## src/sem_pkg.sv

```systemverilog
// constants, field positions and carrier types of the semaphore operation unit
// assumes a 32-bit APB register bus and four attached processors, two per pair
package sem_pkg;
  localparam int          NPROC        = 4;
  localparam int          ADDR_W       = 12;
  // register map: region in paddr[11:8]
  localparam logic [3:0]  REGION_CTX   = 4'h0;
  localparam logic [3:0]  REGION_TRIG  = 4'h1;
  localparam logic [3:0]  REGION_CINC  = 4'h2;
  // context region: processor in [5:4], word in [3:0]
  localparam int          CTX_PROC_LSB = 4;
  localparam logic [3:0]  OFS_CTX_LO   = 4'h0;
  localparam logic [3:0]  OFS_CTX_HI   = 4'h4;
  localparam logic [3:0]  OFS_OPADDR   = 4'h8;
  // trigger region: pair in [6], operation in [5:3], double word in [2]
  localparam int          PAIR_BIT     = 6;
  localparam int          TOP_LSB      = 3;
  localparam int          DWORD_BIT    = 2;
  // coherent increment region: processor in [3:2]
  localparam int          CINC_PROC_LSB = 2;
  // context bits: armed in low word, triggered is bit 62 = bit 30 of high word
  localparam int          ARMED_BIT    = 0;
  localparam int          TRIG_BIT     = 30;
  localparam logic        ARMED_RST    = 1'b0;
  localparam logic        TRIG_RST     = 1'b0;
  localparam logic [31:0] OPADDR_RST   = 32'h0000_0000;
  localparam logic [31:0] UNDEF_DATA   = 32'h0000_0000;
  // instruction fields
  localparam logic [5:0]  CINC_MAJOR   = 6'h01;
  localparam int          ALIGN_BITS   = 5;

  typedef enum logic [2:0] {
    MOP_FINC = 3'h0,
    MOP_FDEC = 3'h1,
    MOP_FCLR = 3'h2,
    MOP_NCRD = 3'h3,
    MOP_NCWR = 3'h4,
    MOP_CINC = 3'h5
  } mem_op_type;

  typedef struct packed {
    mem_op_type  op;
    logic        dword;
    logic        nocache;
    logic [31:0] addr;
    logic [31:0] wdata;
  } mem_req_type;

  typedef struct packed {
    logic cached;
    logic priv;
    logic coherent;
  } lookup_type;

  typedef enum logic [2:0] {
    ST_IDLE = 3'b000,
    ST_LOOK = 3'b001,
    ST_WB   = 3'b011,
    ST_MEM  = 3'b010,
    ST_INV  = 3'b110,
    ST_DONE = 3'b100
  } state_type;
endpackage

```

## src/sem_ctx_bank.sv

```systemverilog
// per-processor armed, triggered and operation address state
// assumes one-hot write, launch and abort strobes from the same clock
`timescale 1ns/1ns
module sem_ctx_bank
  import sem_pkg::*;
#(
  parameter int N = 4
)(
  // clock and reset
  input  wire logic              pclk,
  input  wire logic              presetn,
  // software writes
  input  wire logic [N-1:0]      wr_lo,
  input  wire logic [N-1:0]      wr_hi,
  input  wire logic [N-1:0]      wr_addr,
  input  wire logic [31:0]       wdata,
  // hardware events
  input  wire logic [N-1:0]      launch,
  input  wire logic [N-1:0]      load_addr,
  input  wire logic [31:0]       load_data,
  input  wire logic [N-1:0]      abort,
  // state
  output logic      [N-1:0]      armed,
  output logic      [N-1:0]      triggered,
  output logic      [N-1:0][31:0] op_addr
);
  if (N < 1) begin : g_bad
    $error("sem_ctx_bank needs at least one processor");
  end

  for (genvar p = 0; p < N; p++) begin : g_proc
    always_ff @(posedge pclk or negedge presetn)
    begin
      if (!presetn)
        armed[p] <= ARMED_RST;
      else if (abort[p] || launch[p])
        armed[p] <= 1'b0;
      else if (wr_lo[p])
        armed[p] <= wdata[ARMED_BIT];
    end
    // launch beats a software clear of the same cycle
    always_ff @(posedge pclk or negedge presetn)
    begin
      if (!presetn)
        triggered[p] <= TRIG_RST;
      else if (launch[p])
        triggered[p] <= 1'b1;
      else if (wr_lo[p])
        triggered[p] <= 1'b0;
      else if (wr_hi[p])
        triggered[p] <= wdata[TRIG_BIT];
    end
    always_ff @(posedge pclk or negedge presetn)
    begin
      if (!presetn)
        op_addr[p] <= OPADDR_RST;
      else if (load_addr[p])
        op_addr[p] <= load_data;
      else if (wr_addr[p])
        op_addr[p] <= wdata;
    end

    property p_abort;
      @(posedge pclk) disable iff (!presetn)
      abort[p] |=> !armed[p];
    endproperty
    a_abort: assert property (p_abort)
      else $error("armed survived an interrupt");
  end
endmodule

```

## src/sem_cinc_decode.sv

```systemverilog
// recognises the coherent increment instruction and raises its two exceptions
// assumes translation and rights results arrive with the instruction
`timescale 1ns/1ns
module sem_cinc_decode
  import sem_pkg::*;
(
  // clock and reset
  input  wire logic        pclk,
  input  wire logic        presetn,
  // instruction in
  input  wire logic        instr_valid,
  input  wire logic [31:0] instr_word,
  input  wire logic [31:0] instr_base,
  input  wire logic        psw_translate,
  input  wire logic [31:0] tlb_phys,
  input  wire logic        tlb_hit,
  input  wire logic        rights_read,
  input  wire logic        rights_write,
  input  wire logic        instr_spec,
  output logic             instr_ready,
  output logic             miss_fault,
  output logic             rights_trap,
  // pending request to the sequencer
  input  wire logic        take,
  output logic             pend,
  output logic [31:0]      pend_addr
);
  logic accept;
  logic is_cinc;
  logic fault;
  logic trap;

  assign accept = instr_valid && instr_ready;
  assign is_cinc = instr_word[31:26] == CINC_MAJOR && instr_word[4:0] == 5'h00;
  // only miss fault and rights trap
  assign fault = psw_translate && !tlb_hit;
  assign trap  = !fault && !(rights_read && rights_write);

  always_ff @(posedge pclk or negedge presetn)
  begin
    if (!presetn)
    begin
      pend        <= 1'b0;
      pend_addr   <= 32'h0000_0000;
      miss_fault  <= 1'b0;
      rights_trap <= 1'b0;
    end
    else
    begin
      miss_fault  <= accept && is_cinc && !instr_spec && fault;
      rights_trap <= accept && is_cinc && !instr_spec && trap;
      if (accept && is_cinc && !instr_spec && !fault && !trap)
      begin
        pend <= 1'b1;
        pend_addr <= psw_translate ? tlb_phys : instr_base;
      end
      else if (take)
        pend <= 1'b0;
    end
  end

  // a new instruction waits while one is pending
  always_ff @(posedge pclk or negedge presetn)
  begin
    if (!presetn)
      instr_ready <= 1'b0;
    else
      instr_ready <= !(pend && !take) && !accept;
  end

  property p_spec;
    @(posedge pclk) disable iff (!presetn)
    accept && instr_spec |=> !miss_fault && !rights_trap && pend == $past(pend && !take);
  endproperty
  a_spec: assert property (p_spec)
    else $error("speculative instruction acted on");
endmodule

```

## src/sem_op_unit.sv

```systemverilog
// semaphore operation unit of the processor agent: APB slave, trigger decode,
// memory sequencer. assumes a coherence lookup answering in the same cycle.
// Contract
// - coherent increment adds one to the addressed double word
// - privately held line is written back before the increment
// - read copies in other nodes' coherence caches may stay
// - after the increment every holder invalidates its data cache line
// - flush encoding with zero five-bit immediate means coherent increment
// - instruction checks read and write rights, never speculative
// - translation-enable bit picks virtual or absolute address
// - only a translation miss fault or a rights trap
// - interrupt or miss disarms; software retries while triggered is zero
// - six fetch addresses, three per pair: increment, decrement, clear
// - armed fetch read launches, disarms and sets triggered
// - unarmed trigger access returns junk and changes no bits
// - access size picks word or double word operation
// - one noncoherent read and one write address per pair
// - armed noncoherent access uses operation address, disarms, triggers
// - unarmed noncoherent write is dropped without memory access
// - four coherent increment addresses, one per processor
// - armed increment write loads address from data, disarms, triggers
// - uncacheable noncoherent lines never enter a data cache
// - noncoherent operation on a cached line returns an error
// - mixing coherent and noncoherent use of a line returns an error
//
// Implementation choices: the register offsets and the APB slave port.
`timescale 1ns/1ns
module sem_op_unit
  import sem_pkg::*;
#(
  parameter int NP = NPROC
)(
  // clock and reset
  input  wire logic              pclk,
  input  wire logic              presetn,
  // apb slave
  input  wire logic              psel,
  input  wire logic              penable,
  input  wire logic              pwrite,
  input  wire logic [ADDR_W-1:0] paddr,
  input  wire logic [31:0]       pwdata,
  input  wire logic [1:0]        req_proc,
  output logic      [31:0]       prdata,
  output logic                   pready,
  output logic                   pslverr,
  // sequence breakers
  input  wire logic [NP-1:0]     ext_intr,
  input  wire logic [NP-1:0]     tlb_miss,
  // instruction path
  input  wire logic              instr_valid,
  input  wire logic [31:0]       instr_word,
  input  wire logic [31:0]       instr_base,
  input  wire logic              psw_translate,
  input  wire logic [31:0]       tlb_phys,
  input  wire logic              tlb_hit,
  input  wire logic              rights_read,
  input  wire logic              rights_write,
  input  wire logic              instr_spec,
  output logic                   instr_ready,
  output logic                   instr_miss_fault,
  output logic                   instr_rights_trap,
  output logic                   instr_done,
  output logic                   instr_err,
  // coherence lookup
  output logic      [31:0]       lookup_addr,
  input  wire lookup_type        lookup,
  // memory and coherence system
  output logic                   wb_valid,
  input  wire logic              wb_ack,
  output mem_req_type            mem_req,
  output logic                   mem_valid,
  input  wire logic              mem_ack,
  input  wire logic [31:0]       mem_rdata,
  input  wire logic              mem_err,
  output logic                   inval_valid,
  output logic      [31:0]       inval_addr
);
  if (NP != 4) begin : g_bad
    $error("sem_op_unit decodes exactly four processors");
  end

  state_type          state;
  logic               src_apb;
  logic               err;
  logic [31:0]        rdata;
  logic               apb_take;
  logic [3:0]         region;
  logic [1:0]         ctx_proc;
  logic [2:0]         top_idx;
  logic               trig_ok;
  logic               cinc_ok;
  logic               fire;
  logic               take_instr;
  logic               lk_err;
  logic               is_nc;
  logic               dec_pend;
  logic [31:0]        dec_addr;
  logic [NP-1:0]      wr_lo;
  logic [NP-1:0]      wr_hi;
  logic [NP-1:0]      wr_addr;
  logic [NP-1:0]      launch;
  logic [NP-1:0]      load_addr;
  logic [NP-1:0]      armed;
  logic [NP-1:0]      triggered;
  logic [NP-1:0][31:0] op_addr;

  ////////////////////////////////////////////////////////////////////////////
  // decode

  assign apb_take = psel && penable && !pready && state == ST_IDLE;
  assign region   = paddr[11:8];
  assign ctx_proc = paddr[CTX_PROC_LSB+1:CTX_PROC_LSB];
  assign top_idx  = paddr[TOP_LSB+2:TOP_LSB];
  // fetch and noncoherent reads, noncoherent write, per pair
  assign trig_ok = region == REGION_TRIG && paddr[PAIR_BIT] == req_proc[1]
                   && ((top_idx <= 3'(MOP_NCRD) && !pwrite)
                       || (top_idx == 3'(MOP_NCWR) && pwrite));
  assign cinc_ok = region == REGION_CINC && pwrite
                   && paddr[CINC_PROC_LSB+1:CINC_PROC_LSB] == req_proc;
  assign fire       = apb_take && (trig_ok || cinc_ok) && armed[req_proc];
  assign take_instr = state == ST_IDLE && !(psel && penable && !pready) && dec_pend;
  assign is_nc      = mem_req.op != MOP_CINC;
  // noncoherent on a cached line fails
  assign lk_err = is_nc ? (lookup.cached || lookup.coherent) : !lookup.coherent;

  always_comb
  begin
    wr_lo     = '0;
    wr_hi     = '0;
    wr_addr   = '0;
    launch    = '0;
    load_addr = '0;
    if (apb_take && pwrite && region == REGION_CTX)
    begin
      wr_lo[ctx_proc]   = paddr[3:0] == OFS_CTX_LO;
      wr_hi[ctx_proc]   = paddr[3:0] == OFS_CTX_HI;
      wr_addr[ctx_proc] = paddr[3:0] == OFS_OPADDR;
    end
    if (fire)
      launch[req_proc] = 1'b1;
    // increment address comes from store data
    if (fire && cinc_ok)
      load_addr[req_proc] = 1'b1;
  end

  sem_ctx_bank #(
    .N         (NP)
  ) u_bank (
    .pclk      (pclk),
    .presetn   (presetn),
    .wr_lo     (wr_lo),
    .wr_hi     (wr_hi),
    .wr_addr   (wr_addr),
    .wdata     (pwdata),
    .launch    (launch),
    .load_addr (load_addr),
    .load_data (pwdata),
    .abort     (ext_intr | tlb_miss),
    .armed     (armed),
    .triggered (triggered),
    .op_addr   (op_addr)
  );

  sem_cinc_decode u_dec (
    .pclk          (pclk),
    .presetn       (presetn),
    .instr_valid   (instr_valid),
    .instr_word    (instr_word),
    .instr_base    (instr_base),
    .psw_translate (psw_translate),
    .tlb_phys      (tlb_phys),
    .tlb_hit       (tlb_hit),
    .rights_read   (rights_read),
    .rights_write  (rights_write),
    .instr_spec    (instr_spec),
    .instr_ready   (instr_ready),
    .miss_fault    (instr_miss_fault),
    .rights_trap   (instr_rights_trap),
    .take          (take_instr),
    .pend          (dec_pend),
    .pend_addr     (dec_addr)
  );

  ////////////////////////////////////////////////////////////////////////////
  // sequencer

  always_ff @(posedge pclk or negedge presetn)
  begin
    if (!presetn)
    begin
      state       <= ST_IDLE;
      src_apb     <= 1'b0;
      err         <= 1'b0;
      rdata       <= 32'h0000_0000;
      mem_req     <= '0;
      lookup_addr <= 32'h0000_0000;
    end
    else
    begin
      case (state)
        ST_IDLE:
        begin
          err <= 1'b0;
          if (fire)
          begin
            state   <= ST_LOOK;
            src_apb <= 1'b1;
            mem_req.op <= cinc_ok ? MOP_CINC : mem_op_type'(top_idx);
            mem_req.dword <= cinc_ok || paddr[DWORD_BIT];
            // keep noncoherent lines out of caches
            mem_req.nocache <= !cinc_ok;
            mem_req.addr  <= cinc_ok ? pwdata : op_addr[req_proc];
            mem_req.wdata <= pwdata;
            lookup_addr   <= cinc_ok ? pwdata : op_addr[req_proc];
          end
          else if (take_instr)
          begin
            state   <= ST_LOOK;
            src_apb <= 1'b0;
            mem_req.op      <= MOP_CINC;
            mem_req.dword   <= 1'b1;
            mem_req.nocache <= 1'b0;
            mem_req.addr  <= dec_addr;
            mem_req.wdata <= 32'h0000_0000;
            lookup_addr   <= dec_addr;
          end
        end
        ST_LOOK:
        begin
          if (lk_err)
          begin
            err   <= 1'b1;
            state <= ST_DONE;
          end
          // write back a private line first
          else if (!is_nc && lookup.priv)
            state <= ST_WB;
          else
            state <= ST_MEM;
        end
        ST_WB:
          if (wb_ack)
            state <= ST_MEM;
        ST_MEM:
          if (mem_ack)
          begin
            rdata <= mem_rdata;
            err   <= mem_err;
            // increment done at memory, then invalidate
            state <= (!is_nc && !mem_err) ? ST_INV : ST_DONE;
          end
        ST_INV:
          state <= ST_DONE;
        default:
          state <= ST_IDLE;
      endcase
    end
  end

  // memory handshakes held until acknowledged
  always_ff @(posedge pclk or negedge presetn)
  begin
    if (!presetn)
    begin
      wb_valid  <= 1'b0;
      mem_valid <= 1'b0;
    end
    else
    begin
      wb_valid  <= (state == ST_LOOK && !lk_err && !is_nc && lookup.priv)
                   || (wb_valid && !wb_ack);
      mem_valid <= (state == ST_LOOK && !lk_err && !(!is_nc && lookup.priv))
                   || (state == ST_WB && wb_ack) || (mem_valid && !mem_ack);
    end
  end

  always_ff @(posedge pclk or negedge presetn)
  begin
    if (!presetn)
    begin
      inval_valid <= 1'b0;
      inval_addr  <= 32'h0000_0000;
    end
    else
    begin
      inval_valid <= state == ST_MEM && mem_ack && !is_nc && !mem_err;
      if (state == ST_MEM && mem_ack)
        inval_addr <= mem_req.addr;
    end
  end

  ////////////////////////////////////////////////////////////////////////////
  // answers

  always_ff @(posedge pclk or negedge presetn)
  begin
    if (!presetn)
    begin
      pready     <= 1'b0;
      pslverr    <= 1'b0;
      prdata     <= 32'h0000_0000;
      instr_done <= 1'b0;
      instr_err  <= 1'b0;
    end
    else
    begin
      pready     <= 1'b0;
      pslverr    <= 1'b0;
      instr_done <= 1'b0;
      instr_err  <= 1'b0;
      if (state == ST_DONE && src_apb)
      begin
        pready  <= 1'b1;
        pslverr <= err;
        prdata  <= (mem_req.op == MOP_NCWR || mem_req.op == MOP_CINC) ? UNDEF_DATA : rdata;
      end
      else if (state == ST_DONE)
      begin
        instr_done <= 1'b1;
        instr_err  <= err;
      end
      else if (apb_take && !fire)
      begin
        pready <= 1'b1;
        prdata <= UNDEF_DATA;
        if (region == REGION_CTX && !pwrite)
        begin
          if (paddr[3:0] == OFS_CTX_LO)
            prdata <= 32'(armed[ctx_proc]) << ARMED_BIT;
          else if (paddr[3:0] == OFS_CTX_HI)
            prdata <= 32'(triggered[ctx_proc]) << TRIG_BIT;
          else if (paddr[3:0] == OFS_OPADDR)
            prdata <= op_addr[ctx_proc];
          else
            pslverr <= 1'b1;
        end
        else if (region == REGION_CTX)
          pslverr <= !(paddr[3:0] == OFS_CTX_LO || paddr[3:0] == OFS_CTX_HI
                       || paddr[3:0] == OFS_OPADDR);
        else if (!(trig_ok || cinc_ok))
          pslverr <= 1'b1;
      end
    end
  end

  ////////////////////////////////////////////////////////////////////////////
  // checks

  property p_launch;
    @(posedge pclk) disable iff (!presetn)
    fire && trig_ok |=> !armed[$past(req_proc)] && triggered[$past(req_proc)] && state == ST_LOOK;
  endproperty
  a_launch: assert property (p_launch)
    else $error("fetch launch did not swap armed for triggered");

  property p_unarmed;
    @(posedge pclk) disable iff (!presetn)
    apb_take && (trig_ok || cinc_ok) && !armed[req_proc] && !ext_intr[req_proc]
      && !tlb_miss[req_proc]
      |=> pready && triggered[$past(req_proc)] == $past(triggered[req_proc])
          && !armed[$past(req_proc)];
  endproperty
  a_unarmed: assert property (p_unarmed)
    else $error("unarmed trigger changed state or stalled");

  property p_drop;
    @(posedge pclk) disable iff (!presetn)
    apb_take && pwrite && trig_ok && !armed[req_proc] && !dec_pend |=> !mem_valid [*4];
  endproperty
  a_drop: assert property (p_drop)
    else $error("unarmed noncoherent write reached memory");

  property p_cinc_addr;
    @(posedge pclk) disable iff (!presetn)
    fire && cinc_ok |=> op_addr[$past(req_proc)] == $past(pwdata) && mem_req.op == MOP_CINC;
  endproperty
  a_cinc_addr: assert property (p_cinc_addr)
    else $error("increment address not copied from store data");

  property p_wb_first;
    @(posedge pclk) disable iff (!presetn)
    state == ST_LOOK && !lk_err && !is_nc && lookup.priv |=> wb_valid && !mem_valid;
  endproperty
  a_wb_first: assert property (p_wb_first)
    else $error("private line not written back first");

  property p_inval;
    @(posedge pclk) disable iff (!presetn)
    state == ST_MEM && mem_ack && !is_nc && !mem_err |=> inval_valid ##1 !inval_valid;
  endproperty
  a_inval: assert property (p_inval)
    else $error("no invalidate after coherent increment");

  property p_nc_cached;
    @(posedge pclk) disable iff (!presetn)
    state == ST_LOOK && is_nc && lookup.cached |=> !mem_valid ##1 (pslverr || instr_err);
  endproperty
  a_nc_cached: assert property (p_nc_cached)
    else $error("noncoherent op on cached line not failed");

  property p_mix;
    @(posedge pclk) disable iff (!presetn)
    state == ST_LOOK && !is_nc && !lookup.coherent |-> ##2 (pslverr || instr_err);
  endproperty
  a_mix: assert property (p_mix)
    else $error("mixed access not reported");

  property p_nocache;
    @(posedge pclk) disable iff (!presetn)
    mem_valid |-> mem_req.nocache == is_nc;
  endproperty
  a_nocache: assert property (p_nocache)
    else $error("cacheability hint wrong");

  c_fetch: cover property (@(posedge pclk) disable iff (!presetn)
    fire && trig_ok && !pwrite ##[1:20] pready);
  c_cinc_wb: cover property (@(posedge pclk) disable iff (!presetn)
    wb_valid ##[1:20] inval_valid);
  c_instr: cover property (@(posedge pclk) disable iff (!presetn)
    take_instr ##[1:20] instr_done);
endmodule

```

## config.mk

```make
export PLATFORM = sky130hd
export DESIGN_NAME = sem_op_unit
export DESIGN_NICKNAME = d
export VERILOG_FILES = /design/src/sem_pkg.sv /design/src/sem_ctx_bank.sv /design/src/sem_cinc_decode.sv /design/src/sem_op_unit.sv
export SDC_FILE = /design/constraint.sdc
export NUM_CORES = 1
export LEC_CHECK = 0
export BUFFER_PORTS_ARGS = -buffer_cell sky130_fd_sc_hd__clkbuf_2
export CORE_ASPECT_RATIO = 1.4
export CORE_MARGIN = 1.5
export CORE_UTILIZATION = 59
export DETAILED_ROUTE_END_ITERATION = 12
export PLACE_DENSITY = 0.91
export RECOVER_POWER = 50
export SLEW_MARGIN = 10
export SYNTH_ARGS = -nofsm -noshare
export SYNTH_HDL_FRONTEND = slang
export SYNTH_SLANG_ARGS = --single-unit
```

## constraint.sdc

```tcl
create_clock -name pclk -period 6.7 [get_ports pclk]
set_input_delay 1.34 -clock pclk [delete_from_list [all_inputs] [get_ports pclk]]
set_output_delay 1.34 -clock pclk [all_outputs]
set_load 0.005 [all_outputs]
```

=== After elaboration in Yosys (flattened, before gate mapping) ===
Cells that the tools add are included.

* Register bits after elaboration: 381
* Bits in latches: 0
* Memory bits (writable): 0
* Memory bits (read-only): 0
* Input bits: 199
* Memories: 0

* Add/subtract/negate cells: 0
* Multipliers: 0
* Div/mod/pow operators: 0
* Magnitude comparators: 5
* Eq/ne operators: 21
* Shifts and indexed selects: 0
* Muxes and demuxes: 93
* Bitwise logic cells: 4
* Reduce and logical (&&, ||, !) cells: 106

{| class="wikitable"
|+ Operators with widths
! cell !! count
|-
| $mux 32 || 22
|-
| $mux 69 || 2
|-
| $bmux 32 s2 || 2
|-
| $mux 1 || 48
|-
| $logic_and 1x1->1 || 46
|-
| $reduce_bool 2->1 || 11
|-
| $logic_not 1->1 || 21
|-
| $mux 4 || 5
|-
| $mux 3 || 6
|-
| $eq 3x3->1 const B || 5
|-
| $pmux 3 s5 || 1
|-
| $reduce_bool 3->1 || 5
|-
| $logic_or 1x1->1 || 14
|-
| $and 4x4->4 || 3
|-
| $logic_not 4->1 || 2
|-
| $bmux 1 s2 || 3
|-
| $eq 3x2->1 const B || 2
|-
| $eq 6x1->1 const B || 1
|-
| $lt 2x3->1 const B || 2
|-
| $ne 2x2->1 const B || 3
|-
| $reduce_and 2->1 || 3
|-
| $reduce_and 3->1 || 2
|-
| $logic_not 5->1 || 1
|-
| $demux 1 s2 || 2
|-
| other kinds (16) || 17
|}

=== Depth between registers and ports, before layout ===
Gate-level depths: netlist of run 1.

* Word-level depth: 12
* Gate-level depth with buffers: 8
* Gate-level depth less buffers: 5

=== By module ===
Synthesis of run 1 repeated with hierarchy kept, for this count alone.

* Cells, all modules: 1487
* Area, all modules: 17865.9 sq um

{| class="wikitable"
|+ By module, submodules not included
! module !! instances !! cells each !! area an instance (sq um) !! sequential area each (sq um)
|-
| sem_op_unit || 1 || 781 || 9704.3 || 4429.2
|-
| sem_ctx_bank || 1 || 582 || 6391.1 || 3403.3
|-
| sem_cinc_decode || 1 || 124 || 1770.4 || 900.9
|}

=== Worst setup path before layout of run 1 ===
OpenSTA, ideal clock, no wires.

* Path kind: input port to flip-flop
* Start point: input paddr[4]
* End point: register prdata[10]
* Arrival: 3067 ps
* Slack: 3506 ps
* Stages: 5
* Cell sequence: buf_1 buf_2 mux4_2 a22o_1 mux2_1

* Longest elaborated chain between the ends: 11
* Elaborated cells between the ends (all ways): 22
* Those cells by class: order compare (1); eq/ne (1); mux (9); reduce/logical (11)

{| class="wikitable"
|+ RTL lines
! item !! RTL line !! RTL
|-
| start: declaration || sem_op_unit.sv:40 || <nowiki>input wire logic [ADDR_W-1:0] paddr,</nowiki>
|-
| parallel branches: the longest is 11 deep, another holds $bmux 32 s2 || -- ||
|-
| end signal: assignment || sem_op_unit.sv:329 || <nowiki>prdata <= 32'(armed[ctx_proc]) << ARMED_BIT;</nowiki>
|-
| end signal: assignment || sem_op_unit.sv:331 || <nowiki>prdata <= 32'(triggered[ctx_proc]) << TRIG_BIT;</nowiki>
|-
| end signal: assignment || sem_op_unit.sv:333 || <nowiki>prdata <= op_addr[ctx_proc];</nowiki>
|-
| end: declaration || sem_op_unit.sv:43 || <nowiki>output logic [31:0] prdata,</nowiki>
|}

Parallel ways; which one is timed is not known. The select of a mux whose other input is x is not followed.
A chain may end at the register's enable or synchronous reset.

=== Worst setup path in the final report of run 1 ===
* Start point: input mem_ack
* End point: register inval_addr[7]

* Longest elaborated chain between the ends: 1

{| class="wikitable"
|+ RTL lines
! item !! RTL line !! RTL
|-
| start: declaration || sem_op_unit.sv:72 || <nowiki>input wire logic mem_ack,</nowiki>
|-
| $logic_and 1x1->1 || sem_op_unit.sv:287 || <nowiki>if (state == ST_MEM && mem_ack)</nowiki>
|-
| end signal: assignment || sem_op_unit.sv:288 || <nowiki>inval_addr <= mem_req.addr;</nowiki>
|-
| end: declaration || sem_op_unit.sv:76 || <nowiki>output logic [31:0] inval_addr</nowiki>
|}

No other way between the ends.

==> results.yml, run 1 <==
outcome:
  status: "finished, violations left"
  failed_checks: "max-capacitance violations, max-slew violations"
detailed_routing:
  firstDrtPassIters: 5
  vias_per_cell: 6.354
  wl_per_cell_microns: 24.57
  dr_total_vias: 11940
  postRouteAntennaNets: 0
  drc_errors: 0
  dr.first_iter.drc_count: 828
  finalWirelength_microns: 46170
place:
  dp_hpwl_microns: 30450
  pre_cts_slack_ns: 2.196
  gp_congestion: 0.8522
  io_buffers: 351
grt:
  antenna_found_initial: 2
  grt_pass1_vias: 12570
  grt_overflow: 0
  grt_max_degree: 176
  grt_usage_pct: 32.19
  grt_pass1_wl_microns: 70500
timing:
  slew_headroom_pct: -122.6
  worst_slack_ns: 2.613
  max_freq_mhz: 244.7
  clock_skew_ns: 0.01638
  rsz0062_at_grt: "no"
  setup_viol: 0
  tns_ns: 0
  period_share_pct: 61.01
  hold_viol: 0
  slew_viol_final: 101
  post-route-min-period_ns: 4.087
  worst_pin_slew_ns: 3.339
synthesis:
  synth.ff_latch_count: 349
  synthesis.instances: 1200
  async_reset_ff_share_pct: 100.0
  ys.flop_type: "dfrtp_1"
  syn_area_sq_um: 16530
  synthesis.nets: 1399
  synth_edf_count: 0
  ys_types: 56
  ys_seq_area_share_pct: 52.83
  syn_area_per_cell_sq_um: 13.78
  yosysWarnings: 0
power_and_ir_drop:
  p_leak_nw: 9.466
  p_per_area_nw_per_um2: 223.8
  vdd_drop_max_v: 0.0002056
die:
  die_area_sq_um: 29050
  coreArea_sq_um: 27570
  initial_core_util_pct: 59.97
  num_rows: 72
  die_h_microns: 201.1
  ioPinCount: 374
  die_w_microns: 144.5
critical_path:
  cp.required_ns: 7.09
  r2r_cells: 3
  path_buf_inv: 1
  critPathKind: "in -> reg"
  startpoint_type: "input port"
  worstPathMaxFanout: 65
  endpoint_kind: "register"
  critPathArrivalTime_ns: 4.48
  cpMaxStageDelayCell: "and3_1"
  crit_chain: "clkbuf_1 > and3_1 > mux2_2"
  max_stage_delay_ns: 2.44
  path_depth: 3
  cp_top_family: "simple AND/OR/NAND/NOR gates"
clock_tree:
  cts_num_sinks: 349
  clk_latency_ns: 0.52
  post_cts_resized: 0
  cts_buffers: 35
  cts_setup_buffers: 0
  clkTransAtPathRegs_ns: 0.06
  root_buffer: "clkbuf_16"
  ctsHoldBuffers: 0
  cts_max_level: 2
  clk_path_buf_depth: 3
  cts_tree: "yes"
job:
  maxCapViolCount: 2
worst_hold_path:
  hold_path_depth: 1
  hold_path.class: "reg -> reg"
final_layout:
  syn_to_final_growth_pct: 17.47
  fin_util_pct: 70.45
  drive_gt1_share_pct: 44.46
  layout_common_cells: "349 x dfrtp_1, 255 x mux2_2, 253 x clkbuf_2"
  nets: 1680
  layout_commonest_cell: "dfrtp_1"
-- report_power, final --
| part | internal (mW) | leakage, nW | switching (mW) | total, mW |
|---|---|---|---|---|
| combinational | 0.0866 | 4.01 | 0.143 | 0.229 |
| sequential | 2.11 | 4.87 | 0.00326 | 2.11 |
| clock | 1.19 | 0.588 | 0.813 | 2.00 |
-- registers in the layout (all words and copies together) (netlist names) --
| name | count |
|---|---|
| mem_valid | 1 |
| u_dec.pend_addr | 32 |
| inval_addr | 32 |
| u_bank.triggered | 4 |
| state | 3 |
| rdata | 32 |
| u_dec.miss_fault | 1 |
| src_apb | 1 |
| inval_valid | 1 |
| instr_done | 1 |
| wb_valid | 1 |
| instr_err | 1 |
| pslverr | 1 |
| u_dec.instr_ready | 1 |
| u_dec.rights_trap | 1 |
| pready | 1 |
| lookup_addr | 32 |
| u_dec.pend | 1 |
| mem_req | 37 |
| prdata | 32 |
| u_bank.op_addr | 128 |
| err | 1 |
| u_bank.armed | 4 |
-- worst paths after layout --
kind                       slack, ns  startpoint                  end
max                             2.61     mem_ack        inval_addr[7]
min                             0.47     src_apb           instr_done
max reg2reg                     2.83    state[1]        inval_addr[7]
min reg2reg                     0.47     src_apb           instr_done
max in group asynchronous       4.38     presetn  u_dec.pend_addr[21]
min in group asynchronous       0.86     presetn            rdata[14]
-- area by class of cell --
class                   instances  area (sq um)
fillers                      1868          8147
flip-flops and latches        349          8733
clock buffers                  52          1072
diodes                          2         5.005
multi-input cells             718          7212
inverters                       8         30.03
well taps                     370         462.9
clock inverters                11         111.4
repair buffers                369          1793
-- logic make-up after synthesis --
family,count (synthesis),synth area share (%)
AND/OR/NAND/NOR,142,4.730
XOR/XNOR,3,0.1590
buffers and inverters,133,4.125
AO/OA/AOI/OAI,213,9.180
multiplexers,360,28.98
flip-flops,349,52.83
-- per-stage QoR --
step / power (mW) / std cells / hold slack [ns] / instance area, sq um
2_1_floorplan: 2.244 / 1200 / 0.4266 / 16530
3_3_place_gp: 2.379 / 1814 / 0.4512 / 18360
3_5_place_dp: 2.384 / 1814 / 0.4567 / 18360
4_1_cts: 4.376 / 1877 / 0.4692 / 19540
5_1_grt: 4.479 / 1879 / 0.4930 / 19420
6_report: 4.346 / 1879 / 0.4725 / 19420
-- metal layers --
layer | GRT usage, % | part of all wire, %
met5 | 0 | 0
met4 | 18.22 | 5.8
met3 | 3.936 | 5.5
met2 | 54.67 | 51
met1 | 39.49 | 38
-- cell usage after synthesis, drive strengths merged, types with 4 or more instances --
cell | count | area, sq um
a21o | 5 | 37.54
a21oi | 12 | 71.32
a22o | 30 | 262.8
a22oi | 32 | 240.2
a2bb2oi | 35 | 306.5
and3 | 5 | 31.28
buf | 68 | 437.9
clkbuf | 57 | 214.0
dfrtp | 349 | 8733
inv | 8 | 30.03
mux2 | 289 | 3254
mux2i | 5 | 50.05
mux4 | 66 | 1486
nand2 | 44 | 165.2
nand3 | 39 | 205.2
nand4 | 4 | 25.02
nor2 | 6 | 30.03
nor2b | 5 | 31.28
nor3 | 4 | 36.29
nor4 | 12 | 75.07
nor4b | 4 | 41.29
o21ai | 48 | 240.2
o22ai | 33 | 206.5
o311ai | 4 | 35.03
Note: power is estimated with default switching activity, not from simulation.
==> run 2, diff against run 1 <==
--- a/config.mk
+++ b/config.mk
@@ -8,9 +8,9 @@
 export BUFFER_PORTS_ARGS = -buffer_cell sky130_fd_sc_hd__clkbuf_2
 export CORE_ASPECT_RATIO = 1.4
 export CORE_MARGIN = 1.5
-export CORE_UTILIZATION = 59
+export CORE_UTILIZATION = 49
 export DETAILED_ROUTE_END_ITERATION = 12
-export PLACE_DENSITY = 0.91
+export PLACE_DENSITY = 0.81
 export RECOVER_POWER = 50
 export SLEW_MARGIN = 10
 export SYNTH_ARGS = -nofsm -noshare
==> constraint.sdc (replaced) <==
create_clock -name pclk -period 3.5 [get_ports pclk]
set_input_delay 0.7 -clock pclk [delete_from_list [all_inputs] [get_ports pclk]]
set_output_delay 0.7 -clock pclk [all_outputs]
set_load 0.005 [all_outputs]
==> run 2 against run 1 <==
The flow still finishes with violations (max-capacitance violations, max-slew violations). Critical path depth is 1 lower. Sequential power is 92% higher. Clock skew is 0.0079 ns lower. Design area is 1.7% higher. Combinational power is 99% higher. Critical endpoint is now inval_addr[19]. Largest power group unchanged. Highest routed layer unchanged.
==> results.yml, run 2 (same netlist as run 1, synthesis figures left out) <==
detailed_routing:
  vias_per_cell: 5.958
  postRouteAntennaNets: 0
  firstDrtPassIters: 5
  wl_per_cell_microns: 23.91
  dr.first_iter.drc_count: 703
  finalWirelength_microns: 47180
  dr_total_vias: 11760
  drc_errors: 0
critical_path:
  cp.required_ns: 4.15
  startpoint_type: "input port"
  critPathArrivalTime_ns: 3.41
  path_common_cell: "clkbuf_2"
  path_buf_inv: 2
  cpMaxStageDelayCell: "clkbuf_2"
  max_stage_delay_ns: 1.95
  endpoint_kind: "asynchronous set/reset pin"
  cp_top_family: "buffers and inverters"
  worstPathMaxFanout: 105
  critPathKind: "in -> async"
  crit_chain: "clkbuf_2 > clkbuf_2"
clock_tree:
  root_buffer: "clkbuf_16"
  cts_setup_buffers: 0
  cts_buffers: 36
  clkTransAtPathRegs_ns: 0.06
  ctsHoldBuffers: 0
  cts_tree: "yes"
  clk_path_buf_depth: 3
  post_cts_resized: 0
  cts_num_sinks: 349
  clk_latency_ns: 0.52
  cts_max_level: 2
timing:
  period_share_pct: 78.78
  hold_ws_ns: 0.3471
  hold_viol: 0
  setup_viol: 0
  tns_ns: 0
  rsz0062_at_grt: "no"
  worst_pin_slew_ns: 2.831
  clock_skew_ns: 0.008501
  slew_headroom_pct: -88.75
  post-route-min-period_ns: 2.757
  max_freq_mhz: 362.7
  slew_viol_final: 104
power_and_ir_drop:
  internal_power_mw: 6.431
  sw_frac_of_total_pct: 22.43
  vdd_drop_max_v: 0.0003096
  combPwrFrac_pct: 5.5
  p_leak_nw: 9.721
  switchingPower_mw: 1.860
  p_per_area_nw_per_um2: 419.7
  pwr-share-clk_pct: 45.7
  p_seq_share_pct: 48.8
final_layout:
  n_fill_cell: 2688
  layout_commonest_cell: "dfrtp_1"
  drive_gt1_share_pct: 48.10
  nets: 1704
  largest_register: "u_bank.op_addr"
  largest_reg_flops: 128
  layout_common_cells: "349 x dfrtp_1, 304 x clkbuf_2, 255 x mux2_2"
  largest_registers: "u_bank.op_addr: 128 flops, mem_req: 37 flops"
  syn_to_final_growth_pct: 19.47
  fin_util_pct: 59.47
die:
  num_rows: 79
  die_h_microns: 220.3
  coreArea_sq_um: 33210
  ioPinCount: 374
  die_area_sq_um: 34870
  die_w_microns: 158.2
  initial_core_util_pct: 49.78
grt:
  grt_usage_pct: 26.89
  grt_overflow: 0
  grt_max_degree: 106
  antenna_found_initial: 0
  grt_pass1_wl_microns: 69750
  grt_pass1_vias: 11860
place:
  gp_congestion: 0.9297
  io_buffers: 351
  dp_hpwl_microns: 32270
outcome:
  status: "finished, violations left"
  failed_checks: "max-capacitance violations, max-slew violations"
job:
  maxCapViolCount: 1
worst_hold_path:
  hold_path.class: "in -> reg"
==> run 2: changes by cell type in the layout (fill, tap and decap cells not counted), moves of 4 or more <==
| cell | before | now |
|---|---|---|
| buf_12 | 1 | 6 |
| clkinv_2 | 7 | 3 |
| buf_4 | 17 | 29 |
| clkbuf_1 | 101 | 57 |
| clkbuf_2 | 253 | 304 |
==> run 2: path summary, 6_finish.rpt <==
path	slack [ns]	end	startpoint	cells past startpoint
min	0.35	u_dec.miss_fault	tlb_hit	2
max reg2reg	0.80	prdata[31]	state[1]	5
min in group asynchronous	1.08	mem_req[16]	presetn	1
max	0.74	inval_addr[19]	presetn	2
max in group pclk	0.80	prdata[31]	state[1]	5
min reg2reg	0.47	instr_done	src_apb	1
==> run 2: power groups by stage <==
| stage | registers, mW | logic (mW) | clock network (mW) |
|---|---|---|---|
| 5_1_grt | 4.05 | 0.499 | 4.00 |
| 3_3_place_gp | 4.12 | 0.453 | 0 |
| 4_1_cts | 4.05 | 0.465 | 3.86 |
| 6_report | 4.05 | 0.455 | 3.79 |
| 2_1_floorplan | 4.12 | 0.173 | 0 |
| 3_5_place_dp | 4.12 | 0.464 | 0 |
==> run 2: routing by layer <==
| layer | wire [microns] | global-route usage (%) |
|---|---|---|
| met1 | 18400 | 34.42 |
| met2 | 24280 | 44.89 |
| met3 | 2496 | 3.682 |
| met4 | 2001 | 13.30 |
| met5 | 0 | 0 |
==> run 2: area by class of cell <==
class | count | area, sq um | area share (%)
diodes | 2 | 5.005 | 0.02534
multi-input cells | 718 | 7216 | 36.53
inverters | 8 | 30.03 | 0.1520
clock buffers | 52 | 1082 | 5.480
flip-flops and latches | 349 | 8733 | 44.22
clock inverters | 7 | 68.82 | 0.3484
well taps | 445 | 556.8 | 2.819
repair buffers | 392 | 2058 | 10.42
==> run 2: per-stage QoR <==
| step | cell area [sq um] | total power, mW | worst slack [ns] | std cells |
|---|---|---|---|---|
| floorplan | 16530 | 4.296 | 0.9459 | 1200 |
| global placement | 18690 | 4.575 | 0.4532 | 1912 |
| detailed placement | 18690 | 4.586 | 0.3886 | 1912 |
| CTS | 19840 | 8.369 | 0.8073 | 1971 |
| global route | 19750 | 8.547 | 0.3174 | 1971 |
| finish | 19750 | 8.290 | 0.7429 | 1973 |
